## config.mk

```make
export PLATFORM = sky130hd
export DESIGN_NAME = csc_window_regs
export DESIGN_NICKNAME = d
export VERILOG_FILES = /design/src/inc/csc_pkg.sv /design/src/design/csc_flag_bank.sv /design/src/design/csc_irq_router.sv /design/src/design/csc_window_regs.sv
export VERILOG_INCLUDE_DIRS = /design/src /design/src/inc
export SDC_FILE = /design/constraint.sdc
export NUM_CORES = 1
export LEC_CHECK = 0
export BUFFER_PORTS_ARGS = -buffer_cell sky130_fd_sc_hd__buf_2
export CORE_MARGIN = 2
export CORE_UTILIZATION = 35
export CTS_BUF_LIST = sky130_fd_sc_hd__clkbuf_2 sky130_fd_sc_hd__clkbuf_4 sky130_fd_sc_hd__clkbuf_8
export CTS_CLUSTER_DIAMETER = 120
export CTS_CLUSTER_SIZE = 40
export DETAILED_ROUTE_END_ITERATION = 6
export PLACE_DENSITY = 0.62
export SLEW_MARGIN = 10
export SYNTH_ARGS = -nofsm -noshare
export SYNTH_HDL_FRONTEND = slang
export SYNTH_SLANG_ARGS = --single-unit
```

## constraint.sdc

```tcl
create_clock -name clk -period 1.8 [get_ports clk]
set_input_delay 0.18 -clock clk [delete_from_list [all_inputs] [get_ports clk]]
set_output_delay 0.18 -clock clk [all_outputs]
set_load 0.01 [all_outputs]
```

## src/inc/csc_cfg.svh

```systemverilog
`ifndef CSC_CFG_SVH
`define CSC_CFG_SVH

`define SOCK_ADDR_W        12
`define OFF_CSC_STATUS     12'h804
`define OFF_CSC_CONFIG     12'h805
`define OFF_WIN_ENABLE     12'h806
`define OFF_CSC_CONTROL    12'h830
`define CFG_RESET          8'h00
`define WIN_RESET          8'h00
`define CTL_RESET          8'h00
`define WIN_WRITE_MASK     8'hDF
`define CFG_SEL_HI         7
`define CFG_SEL_LO         4
`define SEL_NONE           4'h0
`define SEL_SMI            4'h2
`define CTL_DIAG_CSC_BIT   0
`define CTL_ROUTE_BIT      1
`define CTL_W1C_MODE_BIT   2
`define CTL_IOCARD_BIT     3
`define WIN_IO1_BIT        7
`define WIN_IO0_BIT        6
`define NUM_MEM_WIN        5
`define NUM_SRC            4

`endif

```

## src/inc/csc_pkg.sv

```systemverilog
package csc_pkg;
	typedef struct packed {
		logic [3:0] cscIrqSelect;
		logic       cardDetectIrqEn;
		logic       readyRiseIrqEn;
		logic       batteryWarnIrqEn;
		logic       batteryDeadIrqEn;
	} csc_config_t;

	typedef struct packed {
		logic       ioWindow1En;
		logic       ioWindow0En;
		logic       reserved;
		logic [4:0] memWindowEn;
	} win_enable_t;

	typedef struct packed {
		logic [15:1] isaIrq;
		logic        systemManagementIrq;
		logic        pciIrq;
	} irq_out_t;

	typedef enum logic [1:0] {
		ACC_IDLE  = 2'b00,
		ACC_READ  = 2'b01,
		ACC_WRITE = 2'b11
	} acc_state_t;
endpackage

```

## src/design/csc_flag_bank.sv

```systemverilog
`include "csc_cfg.svh"

module csc_flag_bank (
	input  wire logic                  clk,
	input  wire logic                  sys_rst,
	input  wire logic [`NUM_SRC-1:0]   srcEvent,
	input  wire logic [`NUM_SRC-1:0]   srcEnable,
	input  wire logic                  clrByRead,
	input  wire logic                  clrByWrite,
	input  wire logic [`NUM_SRC-1:0]   clrMask,
	output logic      [`NUM_SRC-1:0]   flags_ff
);
	genvar i;
	generate
		for (i = 0; i < `NUM_SRC; i++) begin : g_flag
			always_ff @(posedge clk) begin
				if (sys_rst) begin
					flags_ff[i] <= 1'b0;
				end else if (!srcEnable[i]) begin
					flags_ff[i] <= 1'b0;
				end else if (srcEvent[i]) begin
					// set beats a clear arriving the same cycle
					flags_ff[i] <= 1'b1;
				end else if (clrByRead || (clrByWrite && clrMask[i])) begin
					flags_ff[i] <= 1'b0;
				end
			end
		end
	endgenerate
endmodule

```

## src/design/csc_irq_router.sv

```systemverilog
`include "csc_cfg.svh"

module csc_irq_router (
	input  wire logic                  clk,
	input  wire logic                  sys_rst,
	input  wire logic                  anyFlag,
	input  wire logic [3:0]            cscIrqSelect,
	input  wire logic                  diagCsc,
	input  wire logic                  cscToPciRoute,
	output csc_pkg::irq_out_t          irq_ff
);
	csc_pkg::irq_out_t nxt_irq;

	always_comb begin
		nxt_irq = '0;
		if (cscIrqSelect == `SEL_NONE) begin
			// diag bit set makes the route bit a don't-care
			nxt_irq.pciIrq = anyFlag && (diagCsc || cscToPciRoute);
		end else if (cscIrqSelect == `SEL_SMI) begin
			nxt_irq.systemManagementIrq = anyFlag;
		end else begin
			for (int n = 1; n < 16; n++) begin
				if (cscIrqSelect == 4'(n)) begin
					nxt_irq.isaIrq[n] = anyFlag;
				end
			end
		end
	end

	always_ff @(posedge clk) begin
		if (sys_rst) begin
			irq_ff <= '0;
		end else begin
			irq_ff <= nxt_irq;
		end
	end
endmodule

```

## src/design/csc_window_regs.sv

```systemverilog
`include "csc_cfg.svh"

// How it works
// - config bits 7-4 pick the status-change interrupt destination.
// - select zero with diagnostic bit set routes to PCI; reset setting.
// - select zero with diagnostic bit clear routes to PCI only if route bit.
// - code 0 PCI as above, code 2 management interrupt, others ISA line of that number.
// - bit 3 gates card detect changes on either detect pin.
// - bit 2 gates ready rising edge interrupts.
// - bit 1 gates battery warning interrupts.
// - bit 0 gates battery dead (memory) or status pin (I/O card).
// - all source enables reset to zero.
// - a disabled window never claims a cycle aimed at the card.
// - window enable bit 7 is I/O window 1, bit 6 I/O window 0.
// - window enable bits 4-0 enable memory windows 4-0.
// - window enable bit 5 reads zero and ignores writes.
// - window enable register resets to 00h.
// - config at 805h, window enable at 806h.
// - disabled source flag reads zero; enabled active source sets its flag.
// - flags clear on status read or by writing one, per clear mode.
module csc_window_regs (
	input  wire logic                     clk,
	input  wire logic                     sys_rst,
	input  wire logic                     regRead,
	input  wire logic                     regWrite,
	input  wire logic [`SOCK_ADDR_W-1:0]  regAddr,
	input  wire logic [7:0]               regWdata,
	input  wire logic                     cardDetect1N,
	input  wire logic                     cardDetect2N,
	input  wire logic                     cardReady,
	input  wire logic                     batteryWarn,
	input  wire logic                     batteryDead,
	input  wire logic                     statusChangePinN,
	input  wire logic                     ioWinHit1,
	input  wire logic                     ioWinHit0,
	input  wire logic [`NUM_MEM_WIN-1:0]  memWinHit,
	output logic      [7:0]               regRdata_ff,
	output logic                          regRvalid_ff,
	output logic                          cycleClaim_ff,
	output csc_pkg::win_enable_t          winEnable_ff,
	output csc_pkg::irq_out_t             irqOut
);
	csc_pkg::csc_config_t  cscConfig_ff;
	logic [7:0]            control_ff;
	logic                  cd1Prev_ff;
	logic                  cd2Prev_ff;
	logic                  readyPrev_ff;
	logic                  warnPrev_ff;
	logic                  deadPrev_ff;
	logic [`NUM_SRC-1:0]   flags;
	logic [`NUM_SRC-1:0]   srcEvent;
	logic [`NUM_SRC-1:0]   srcEnable;
	logic                  ioCard;
	logic                  w1cMode;
	logic                  statusRead;
	logic                  statusWrite;
	logic [7:0]            nxt_rdata;
	logic                  nxt_claim;

	assign ioCard = control_ff[`CTL_IOCARD_BIT];
	assign w1cMode = control_ff[`CTL_W1C_MODE_BIT];
	assign statusRead = regRead && (regAddr == `OFF_CSC_STATUS);
	assign statusWrite = regWrite && (regAddr == `OFF_CSC_STATUS);

	// configuration register write
	always_ff @(posedge clk) begin
		if (sys_rst) begin
			cscConfig_ff <= `CFG_RESET;
		end else if (regWrite && regAddr == `OFF_CSC_CONFIG) begin
			cscConfig_ff <= regWdata;
		end
	end

	// window enable register write; bit 5 held at zero
	always_ff @(posedge clk) begin
		if (sys_rst) begin
			winEnable_ff <= `WIN_RESET;
		end else if (regWrite && regAddr == `OFF_WIN_ENABLE) begin
			winEnable_ff <= regWdata & `WIN_WRITE_MASK;
		end
	end

	// local control: diag csc, route, clear mode, card type
	always_ff @(posedge clk) begin
		if (sys_rst) begin
			control_ff <= `CTL_RESET;
			control_ff[`CTL_DIAG_CSC_BIT] <= 1'b1;
		end else if (regWrite && regAddr == `OFF_CSC_CONTROL) begin
			control_ff <= {4'h0, regWdata[3:0]};
		end
	end

	// previous levels for edge detection
	always_ff @(posedge clk) begin
		// track the pins through reset too, so release never shows a false edge
		cd1Prev_ff <= cardDetect1N;
		cd2Prev_ff <= cardDetect2N;
		readyPrev_ff <= cardReady;
		warnPrev_ff <= batteryWarn;
		deadPrev_ff <= ioCard ? !statusChangePinN : batteryDead;
	end

	always_comb begin
		srcEvent[3] = (cd1Prev_ff != cardDetect1N) || (cd2Prev_ff != cardDetect2N);
		srcEvent[2] = !ioCard && cardReady && !readyPrev_ff;
		srcEvent[1] = !ioCard && batteryWarn && !warnPrev_ff;
		srcEvent[0] = (ioCard ? !statusChangePinN : batteryDead) && !deadPrev_ff;
		srcEnable = {cscConfig_ff.cardDetectIrqEn, cscConfig_ff.readyRiseIrqEn,
			cscConfig_ff.batteryWarnIrqEn, cscConfig_ff.batteryDeadIrqEn};
	end

	csc_flag_bank u_flags (
		.clk        (clk),
		.sys_rst    (sys_rst),
		.srcEvent   (srcEvent),
		.srcEnable  (srcEnable),
		.clrByRead  (statusRead && !w1cMode),
		.clrByWrite (statusWrite && w1cMode),
		.clrMask    (regWdata[`NUM_SRC-1:0]),
		.flags_ff   (flags)
	);

	csc_irq_router u_router (
		.clk           (clk),
		.sys_rst       (sys_rst),
		.anyFlag       (|flags),
		.cscIrqSelect  (cscConfig_ff.cscIrqSelect),
		.diagCsc       (control_ff[`CTL_DIAG_CSC_BIT]),
		.cscToPciRoute (control_ff[`CTL_ROUTE_BIT]),
		.irq_ff        (irqOut)
	);

	// read mux; unmapped offsets read zero
	always_comb begin
		case (regAddr)
			`OFF_CSC_STATUS:  nxt_rdata = {4'h0, flags};
			`OFF_CSC_CONFIG:  nxt_rdata = cscConfig_ff;
			`OFF_WIN_ENABLE:  nxt_rdata = winEnable_ff;
			`OFF_CSC_CONTROL: nxt_rdata = control_ff;
			default:          nxt_rdata = 8'h00;
		endcase
	end

	always_ff @(posedge clk) begin
		if (sys_rst) begin
			regRdata_ff <= 8'h00;
			regRvalid_ff <= 1'b0;
		end else begin
			regRvalid_ff <= regRead;
			if (regRead) begin
				regRdata_ff <= nxt_rdata;
			end
		end
	end

	// claim only through an enabled window; decode hits alone never claim
	always_comb begin
		nxt_claim = (ioWinHit1 && winEnable_ff.ioWindow1En)
			|| (ioWinHit0 && winEnable_ff.ioWindow0En)
			|| (|(memWinHit & winEnable_ff.memWindowEn));
	end

	always_ff @(posedge clk) begin
		if (sys_rst) begin
			cycleClaim_ff <= 1'b0;
		end else begin
			cycleClaim_ff <= nxt_claim;
		end
	end
endmodule

```

==> reports/results.ini, run 1 <==
[outcome]
outcome = finished clean

[placed_design]
place_area_mm2 = 0.00267
dp.cells = 366
place_ws_ns = 0.222
gp_congestion = 0.797
dpl.hpwl_mm = 4.19
port_buffers = 69

[setup_path]
cp.arrival_ns = 1.51
crit_path_start_kind = flop
crit_end = u_router.irq_ff[14]$_SDFF_PP0_
path_class = flop to flop
r2r-start = u_flags.flags_ff[0]$_SDFFE_PP0P_
crit_required_ns = 2.00
rr_worst_depth = 3
reg2reg_slack_ns = 0.49
worst-path-max-fanout = 4
crit_path_start = u_flags.flags_ff[0]$_SDFFE_PP0P_
worstSetupEndpointType = flop
r2r_end = u_router.irq_ff[14]$_SDFF_PP0_

[sta]
rsz0062_at_grt = no
setup_violations = 0
finalClockSkew_ns = 0.00616
drv_slew = 0
timing.final.hold_violations = 0
fin_crit_sh_pct = 72.8
fmax_mhz = 764
period_needed_ns = 1.31
setup_tns_ns = 0
fin_ws_ns = 0.490

[cts]
clk_latency_ns = 0.31
path_clk_slew_ns = 0.10
cts_tree = done
root_buffer = clkbuf_8
htreeDepth = 2
cts.path.max_buffers = 2
cts_made_buffers = 5
post_cts_resized = 0
cts.sinks = 54

[synthesis]
ys.warnings.count = 0
synth_edf_count = 0
dominantRegCellSynth = dfxtp_1
synth_top_area_share_pct = 48.7
netlist_instances = 221
yosysUniqueCellTypes = 38
seq_area_frac_synth_pct = 48.7
async_reset_ff_share_pct = 0
avgSynthCellArea_um2 = 10.0
syn_area_mm2 = 0.00222
yosys.area.top_type = dfxtp_1
ys_seq_elements = 54
synth_area_leaders = dfxtp_1, mux2i_1, nor2_1

[power]
p_leak_nw = 1.25
p_sw_share_pct = 21.8
power_frac_clock_pct = 38.9
power.density_mw_per_mm2 = 780
power.internal_mw = 1.73
peakVddDrop_mv = 0.326
p_sw_uw = 483
combPwrFrac_pct = 6.7
p_seq_share_pct = 54.4

[final_layout]
area_growth_pct = 27.7
drive_above_1_share_pct = 31.9
n_antenna_cell = 0
final_cell_area_mm2 = 0.00283
finalNetCount = 337
final_core_util_pct = 45.4
instances_no_fill = 378
fill_cells = 624

[routing]
drc = 0
ant_nets = 0
routed_wl_mm = 5.44
firstDrtPassIters = 6
vias = 1920
viasPerCell = 5.08
wl_per_cell_um = 14.4
drt_iter0_drc = 99

[flow_run]
maxCapViolations = 0

[global_routing]
grt_use_total_pct = 15.8
met2_usage_pct = 26.0
grt-busiest-layer = met2
first_global_vias = 1856
grt_max_degree = 22
gr-usage-met1_pct = 20.8
antenna_found_initial = 0
grt_overflow = 0
met3_usage_pct = 3.17
grt_pass1_wl_mm = 9.04

[floorplan]
num_rows = 29
die_area_mm2 = 0.00699
start_util_pct = 35.5
core_mm2 = 0.00624
die_h_um = 83.6
io_pins = 72
die_w_um = 83.6

[worst_hold_path]
hold_class = primary input to flop
hold_depth = 2

[through the flow]
step / hold WS (ns) / total power [mW]
floorplan: 0.208 / 1.30
global placement: 0.292 / 1.37
detailed placement: 0.295 / 1.37
CTS: 0.0522 / 2.23
global route: 0.0672 / 2.29
finish: 0.0583 / 2.21
[per-layer routing]
layer / up-vias / wire, um / part of all wire [%]
li1: 963 / - / -
met1: 898 / 2530 / 47
met2: 51 / 2570 / 47
met3: 8 / 251 / 4.6
met4: 0 / 87 / 1.6
met5: - / 0 / 0
[final cells by class]
| class | instances | area [um2] | share of cell area [%] |
|---|---|---|---|
| inverters | 1 | 3.75 | 0.133 |
| repair buffers | 79 | 430 | 15.2 |
| multi-input cells | 159 | 1100 | 38.8 |
| flip-flops and latches | 54 | 1080 | 38.2 |
| well taps | 77 | 96.3 | 3.40 |
| clock inverters | 2 | 38.8 | 1.37 |
| clock buffers | 6 | 82.6 | 2.92 |
[repair_timing]
item                                   CTS  global route
endpoints found under the hold margin    4             0
hold buffers                             4             0
buffers inserted                         0             0
[power by group through the flow]
| stage | registers [mW] | clock network, mW | logic, mW |
|---|---|---|---|
| floorplan | 1.23 | 0 | 0.0693 |
| finish | 1.20 | 0.859 | 0.148 |
| global route | 1.20 | 0.919 | 0.165 |
| CTS | 1.20 | 0.879 | 0.149 |
| global placement | 1.23 | 0 | 0.142 |
| detailed placement | 1.23 | 0 | 0.142 |
[registers in the layout, summed over array words and instances (netlist names), 4 cells and up]
signal,count
u_flags.flags_ff,4
cscConfig_ff,8
winEnable_ff,7
regRdata_ff,8
u_router.irq_ff,16
control_ff,4
[kinds of logic (layout without fill, tap and decap cells)]
family,Yosys count,count (layout),synth area share (%)
AND/OR/NAND/NOR,99,99,27.9
flip-flops,54,54,48.7
AO/OA/AOI/OAI,40,40,13.4
multiplexers,16,16,7.22
buffers and inverters,9,88,1.86
XOR/XNOR,2,2,0.790
other,1,2,0.169
[worst min-delay path by stage]
stage	start	to
floorplan	cardDetect1N	cd1Prev_ff$_DFF_P_
global placement	cardReady	readyPrev_ff$_DFF_P_
detailed placement	cardReady	readyPrev_ff$_DFF_P_
CTS	statusChangePinN	deadPrev_ff$_DFF_P_
global route	statusChangePinN	deadPrev_ff$_DFF_P_
finish	statusChangePinN	deadPrev_ff$_DFF_P_
[critical path, stage by stage, from the launching register on]
cell	delay [ns]
dfxtp_1	0.35
or4_1	0.58
nand3_1	0.20
nor2_1	0.07
[cell usage after synthesis, drive strengths merged (2+ instances only)]
cell / number
nand4: 3
a21oi: 10
mux2i: 16
nand3: 3
dfxtp: 54
or3: 3
a22o: 10
buf: 2
nor4: 3
clkbuf: 6
or3b: 3
nand2b: 13
nand2: 6
a31oi: 5
nor3: 2
or4: 2
o21ai: 7
nor2b: 4
nor4b: 3
nand3b: 13
nor2: 36
a221o: 4
a22oi: 2
xor2: 2
[cells in the final DEF, fill, tap and decap left out, types with 5 or more instances in the layout]
cell      synthesis  final
a21oi_1          10     10
a22o_1           10     10
a31oi_1           5      5
buf_2             0     69
buf_4             2      6
clkbuf_8          0      6
dfxtp_1          54     54
mux2i_1          16     16
nand2_1           6      6
nand2b_1         13     13
nand3b_1         13     13
nor2_1           36     36
o21ai_0           7      7
(Power assumes the default switching activity.)
==> run 2: changes to the inputs <==
Settings changed: ABC_AREA set to 1.
Clock period 1.8 ns to 1.3 ns, I/O delays scaled along.
==> run 2 against run 1 <==
Effect of this change:
- synthesized cell count increased by 26%
- via count increased by 8.4%
- cell count up 17%
- sequential share of layout area decreased by 0.64 points
- register-to-register slack lost 0.42 ns
- combinational power is 36% higher
- final area grew 1.8%
- first-iteration DRC count decreased by 12%
- die area is 1.5% higher
- critical path type unchanged
- critical endpoint is now u_router.irq_ff[0]$_SDFF_PP0_
==> reports/results.ini, run 2 <==
[floorplan]
core_mm2 = 0.00628  ; +0.58%
io_pins = 72  ; unchanged
start_util_pct = 35.9  ; +0.33 points
die_area_mm2 = 0.00709  ; +1.5%
die_h_um = 84.2  ; +0.72%
num_rows = 29  ; unchanged
die_w_um = 84.2  ; +0.72%

[synthesis]
ys.warnings.count = 0  ; unchanged
ys_seq_elements = 54  ; unchanged
synth_top_area_share_pct = 48.0  ; -0.73 points
synth_edf_count = 0  ; unchanged
dominantRegCellSynth = dfxtp_1
syn_area_mm2 = 0.00225  ; +1.5%
yosys.area.top_type = dfxtp_1
avgSynthCellArea_um2 = 8.07  ; -20%
async_reset_ff_share_pct = 0  ; unchanged
yosysMostFrequentCell = dfxtp_1
seq_area_frac_synth_pct = 48.0  ; -0.73 points
synth_area_leaders = dfxtp_1, a21oi_1, nand2_1
synth_common_cells = dfxtp_1, nand2_1, a21oi_1
netlist_instances = 279  ; +26%
yosysUniqueCellTypes = 32  ; -16%

[routing]
firstDrtPassIters = 4  ; -2
routed_wl_mm = 5.37  ; -1.3%
drc = 0  ; unchanged
viasPerCell = 4.71  ; -7.3%
ant_nets = 0  ; unchanged
drt_iter0_drc = 87  ; -12%
vias = 2081  ; +8.4%
wl_per_cell_um = 12.1  ; -16%

[flow_run]
maxCapViolations = 0  ; unchanged

[placed_design]
gp_congestion = 0.826  ; +3.7%
place_ws_ns = -0.0473  ; -0.269 ns
dpl.hpwl_mm = 4.24  ; +1.1%
port_buffers = 69  ; unchanged

[global_routing]
first_global_vias = 2002  ; +7.9%
antenna_found_initial = 0  ; unchanged
grt_max_degree = 20  ; -9.1%
grt-busiest-layer = met2
met3_usage_pct = 3.74  ; +0.57 points
grt_use_total_pct = 16.1  ; +0.26 points
grt_overflow = 0  ; unchanged
grt_pass1_wl_mm = 9.23  ; +2.1%
gr-usage-met1_pct = 19.2  ; -1.6 points
met2_usage_pct = 28.7  ; +2.7 points

[sta]
drv_slew = 0  ; unchanged
fmax_mhz = 811  ; +6.3%
rsz0062_at_grt = yes
setup_violations = 0  ; unchanged
finalClockSkew_ns = 0.00395  ; -0.00220 ns
fin_crit_sh_pct = 94.8  ; +22 points
timing.final.hold_violations = 0  ; unchanged
period_needed_ns = 1.23  ; -0.0772 ns
setup_tns_ns = 0  ; unchanged
fin_ws_ns = 0.0675  ; -0.423 ns

[worst_hold_path]
holdCritStartpoint = statusChangePinN
min_to = deadPrev_ff$_DFF_P_
hold_class = primary input to flop
hold_depth = 2  ; unchanged

[power]
peakVddDrop_mv = 0.647  ; +99%
power.total_mw = 2.79  ; +26%
p_leak_nw = 1.32  ; +5.8%
power.density_mw_per_mm2 = 967  ; +24%

[outcome]
outcome = finished clean

[setup_path]
path_class = flop to flop
critPathTopFamily = simple AND/OR/NAND/NOR gates
crit_path_start_kind = flop
path_buf_inv = 2  ; +2
worst-path-max-fanout = 4  ; unchanged
cp_slowest_cell = dfxtp_2
cp.arrival_ns = 1.44  ; -0.07 ns
worstSetupEndpointType = flop
path_cells = nor4_4 -> buf_4 -> inv_1 -> nand3_1 -> nor3_1
critPathMaxStageDelay_ns = 0.36  ; -0.22 ns
r2r-start = u_flags.flags_ff[0]$_SDFFE_PP0P_
rr_worst_depth = 5  ; +2
reg2reg_slack_ns = 0.07  ; -0.42 ns
r2r_end = u_router.irq_ff[0]$_SDFF_PP0_
crit_required_ns = 1.50  ; -0.50 ns

[cts]
postCtsSetupRepairBufs = 0  ; unchanged
cts_tree = done
cts.path.max_buffers = 2  ; unchanged
path_clk_slew_ns = 0.09  ; about the same
cts.sinks = 54  ; unchanged
cts_made_buffers = 5  ; unchanged
clk_latency_ns = 0.31  ; about the same
htreeDepth = 2  ; unchanged
root_buffer = clkbuf_8

[final_layout]
multi_input_area_um2 = 995  ; -9.6%
reg.largest.list = u_router.irq_ff x16, cscConfig_ff x8, regRdata_ff x8
largest-register = u_router.irq_ff
seq_area_mm2 = 0.00108  ; +0.12%
largest_reg_flops = 16  ; unchanged
layout_common_cells = buf_2, dfxtp_1, nand2_1
drive_above_1_share_pct = 30.7  ; -1.2 points
finalNetCount = 402  ; +19%
final_common_cell = buf_2
fill_cells = 680  ; +9.0%
n_antenna_cell = 0  ; unchanged
area_growth_pct = 28.1

==> run 2: cell types whose count changed in the layout (fill, tap and decap cells not counted), moves of 11 or more <==
cell,before,now
nand3b_1,13,2
nand2b_1,13,0
a21oi_1,10,32
nor2_1,36,25
inv_1,1,28
nand2_1,6,41
mux2i_1,16,0
nand3_1,3,28
==> run 2: worst reg2reg max path: stages (launching register included) <==
cell     delay, ns
dfxtp_2       0.36
nor4_4        0.32
buf_4         0.16
inv_1         0.06
nand3_1       0.16
nor3_1        0.07
==> run 2: kinds of logic after synthesis <==
kind of cell | synth area share [%]
xor+xnor | 0.778
flops | 48.0
compound gates | 13.4
other cells | 0.167
simple gates | 28.9
buf+inv | 8.67
==> run 2: power by group <==
part | internal (mW) | switching, mW
sequential | 1.66 | 0.00265
clock | 0.391 | 0.531
combinational | 0.0896 | 0.111
==> run 2: how the worst max path moves through the flow <==
stage | start | end | depth (start not counted)
after CTS | u_flags.flags_ff[0]$_SDFFE_PP0P_ | u_router.irq_ff[0]$_SDFF_PP0_ | 5
final | u_flags.flags_ff[0]$_SDFFE_PP0P_ | u_router.irq_ff[0]$_SDFF_PP0_ | 5
after global routing | u_flags.flags_ff[0]$_SDFFE_PP0P_ | u_router.irq_ff[0]$_SDFF_PP0_ | 5
after global placement | u_flags.flags_ff[0]$_SDFFE_PP0P_ | u_router.irq_ff[0]$_SDFF_PP0_ | 5
after floorplan | u_flags.flags_ff[0]$_SDFFE_PP0P_ | u_router.irq_ff[0]$_SDFF_PP0_ | 4
after detailed placement | u_flags.flags_ff[0]$_SDFFE_PP0P_ | u_router.irq_ff[0]$_SDFF_PP0_ | 5
==> run 2: layer usage <==
| metal | vias to the layer above | routed length (um) |
|---|---|---|
| met2 | 56 | 2750 |
| met1 | 929 | 2230 |
| met4 | 0 | 66 |
| li1 | 1088 | - |
| met3 | 8 | 323 |
| met5 | - | 0 |
==> run 2: area by class of cell <==
| cell class | count | area share, % |
|---|---|---|
| clock buffers | 6 | 2.65 |
| flip-flops and latches | 54 | 37.5 |
| repair buffers | 87 | 17.4 |
| clock inverters | 1 | 0.260 |
| inverters | 33 | 4.30 |
| well taps | 77 | 3.34 |
| multi-input cells | 184 | 34.5 |
==> run 2: what timing repair did <==
action | CTS | global route
pin swaps | 0 | 0
gates cloned | 0 | 0
endpoints found under the setup margin | 15 | 15
hold buffers | 4 | 0
resized for setup | 1 | 2
endpoints found under the hold margin | 4 | 0
==> run 2: per-stage QoR <==
| stage | std cells | util [%] | hold WS [ns] | cell area (um2) |
|---|---|---|---|---|
| floorplan | 280 | - | 0.158 | 2260 |
| global placement | 431 | 43.7 | 0.249 | 2740 |
| detailed placement | 431 | 43.7 | 0.252 | 2740 |
| CTS | 442 | 45.8 | 0.0399 | 2870 |
| global route | 442 | 45.9 | 0.0552 | 2880 |
| finish | 442 | 45.9 | 0.0415 | 2880 |
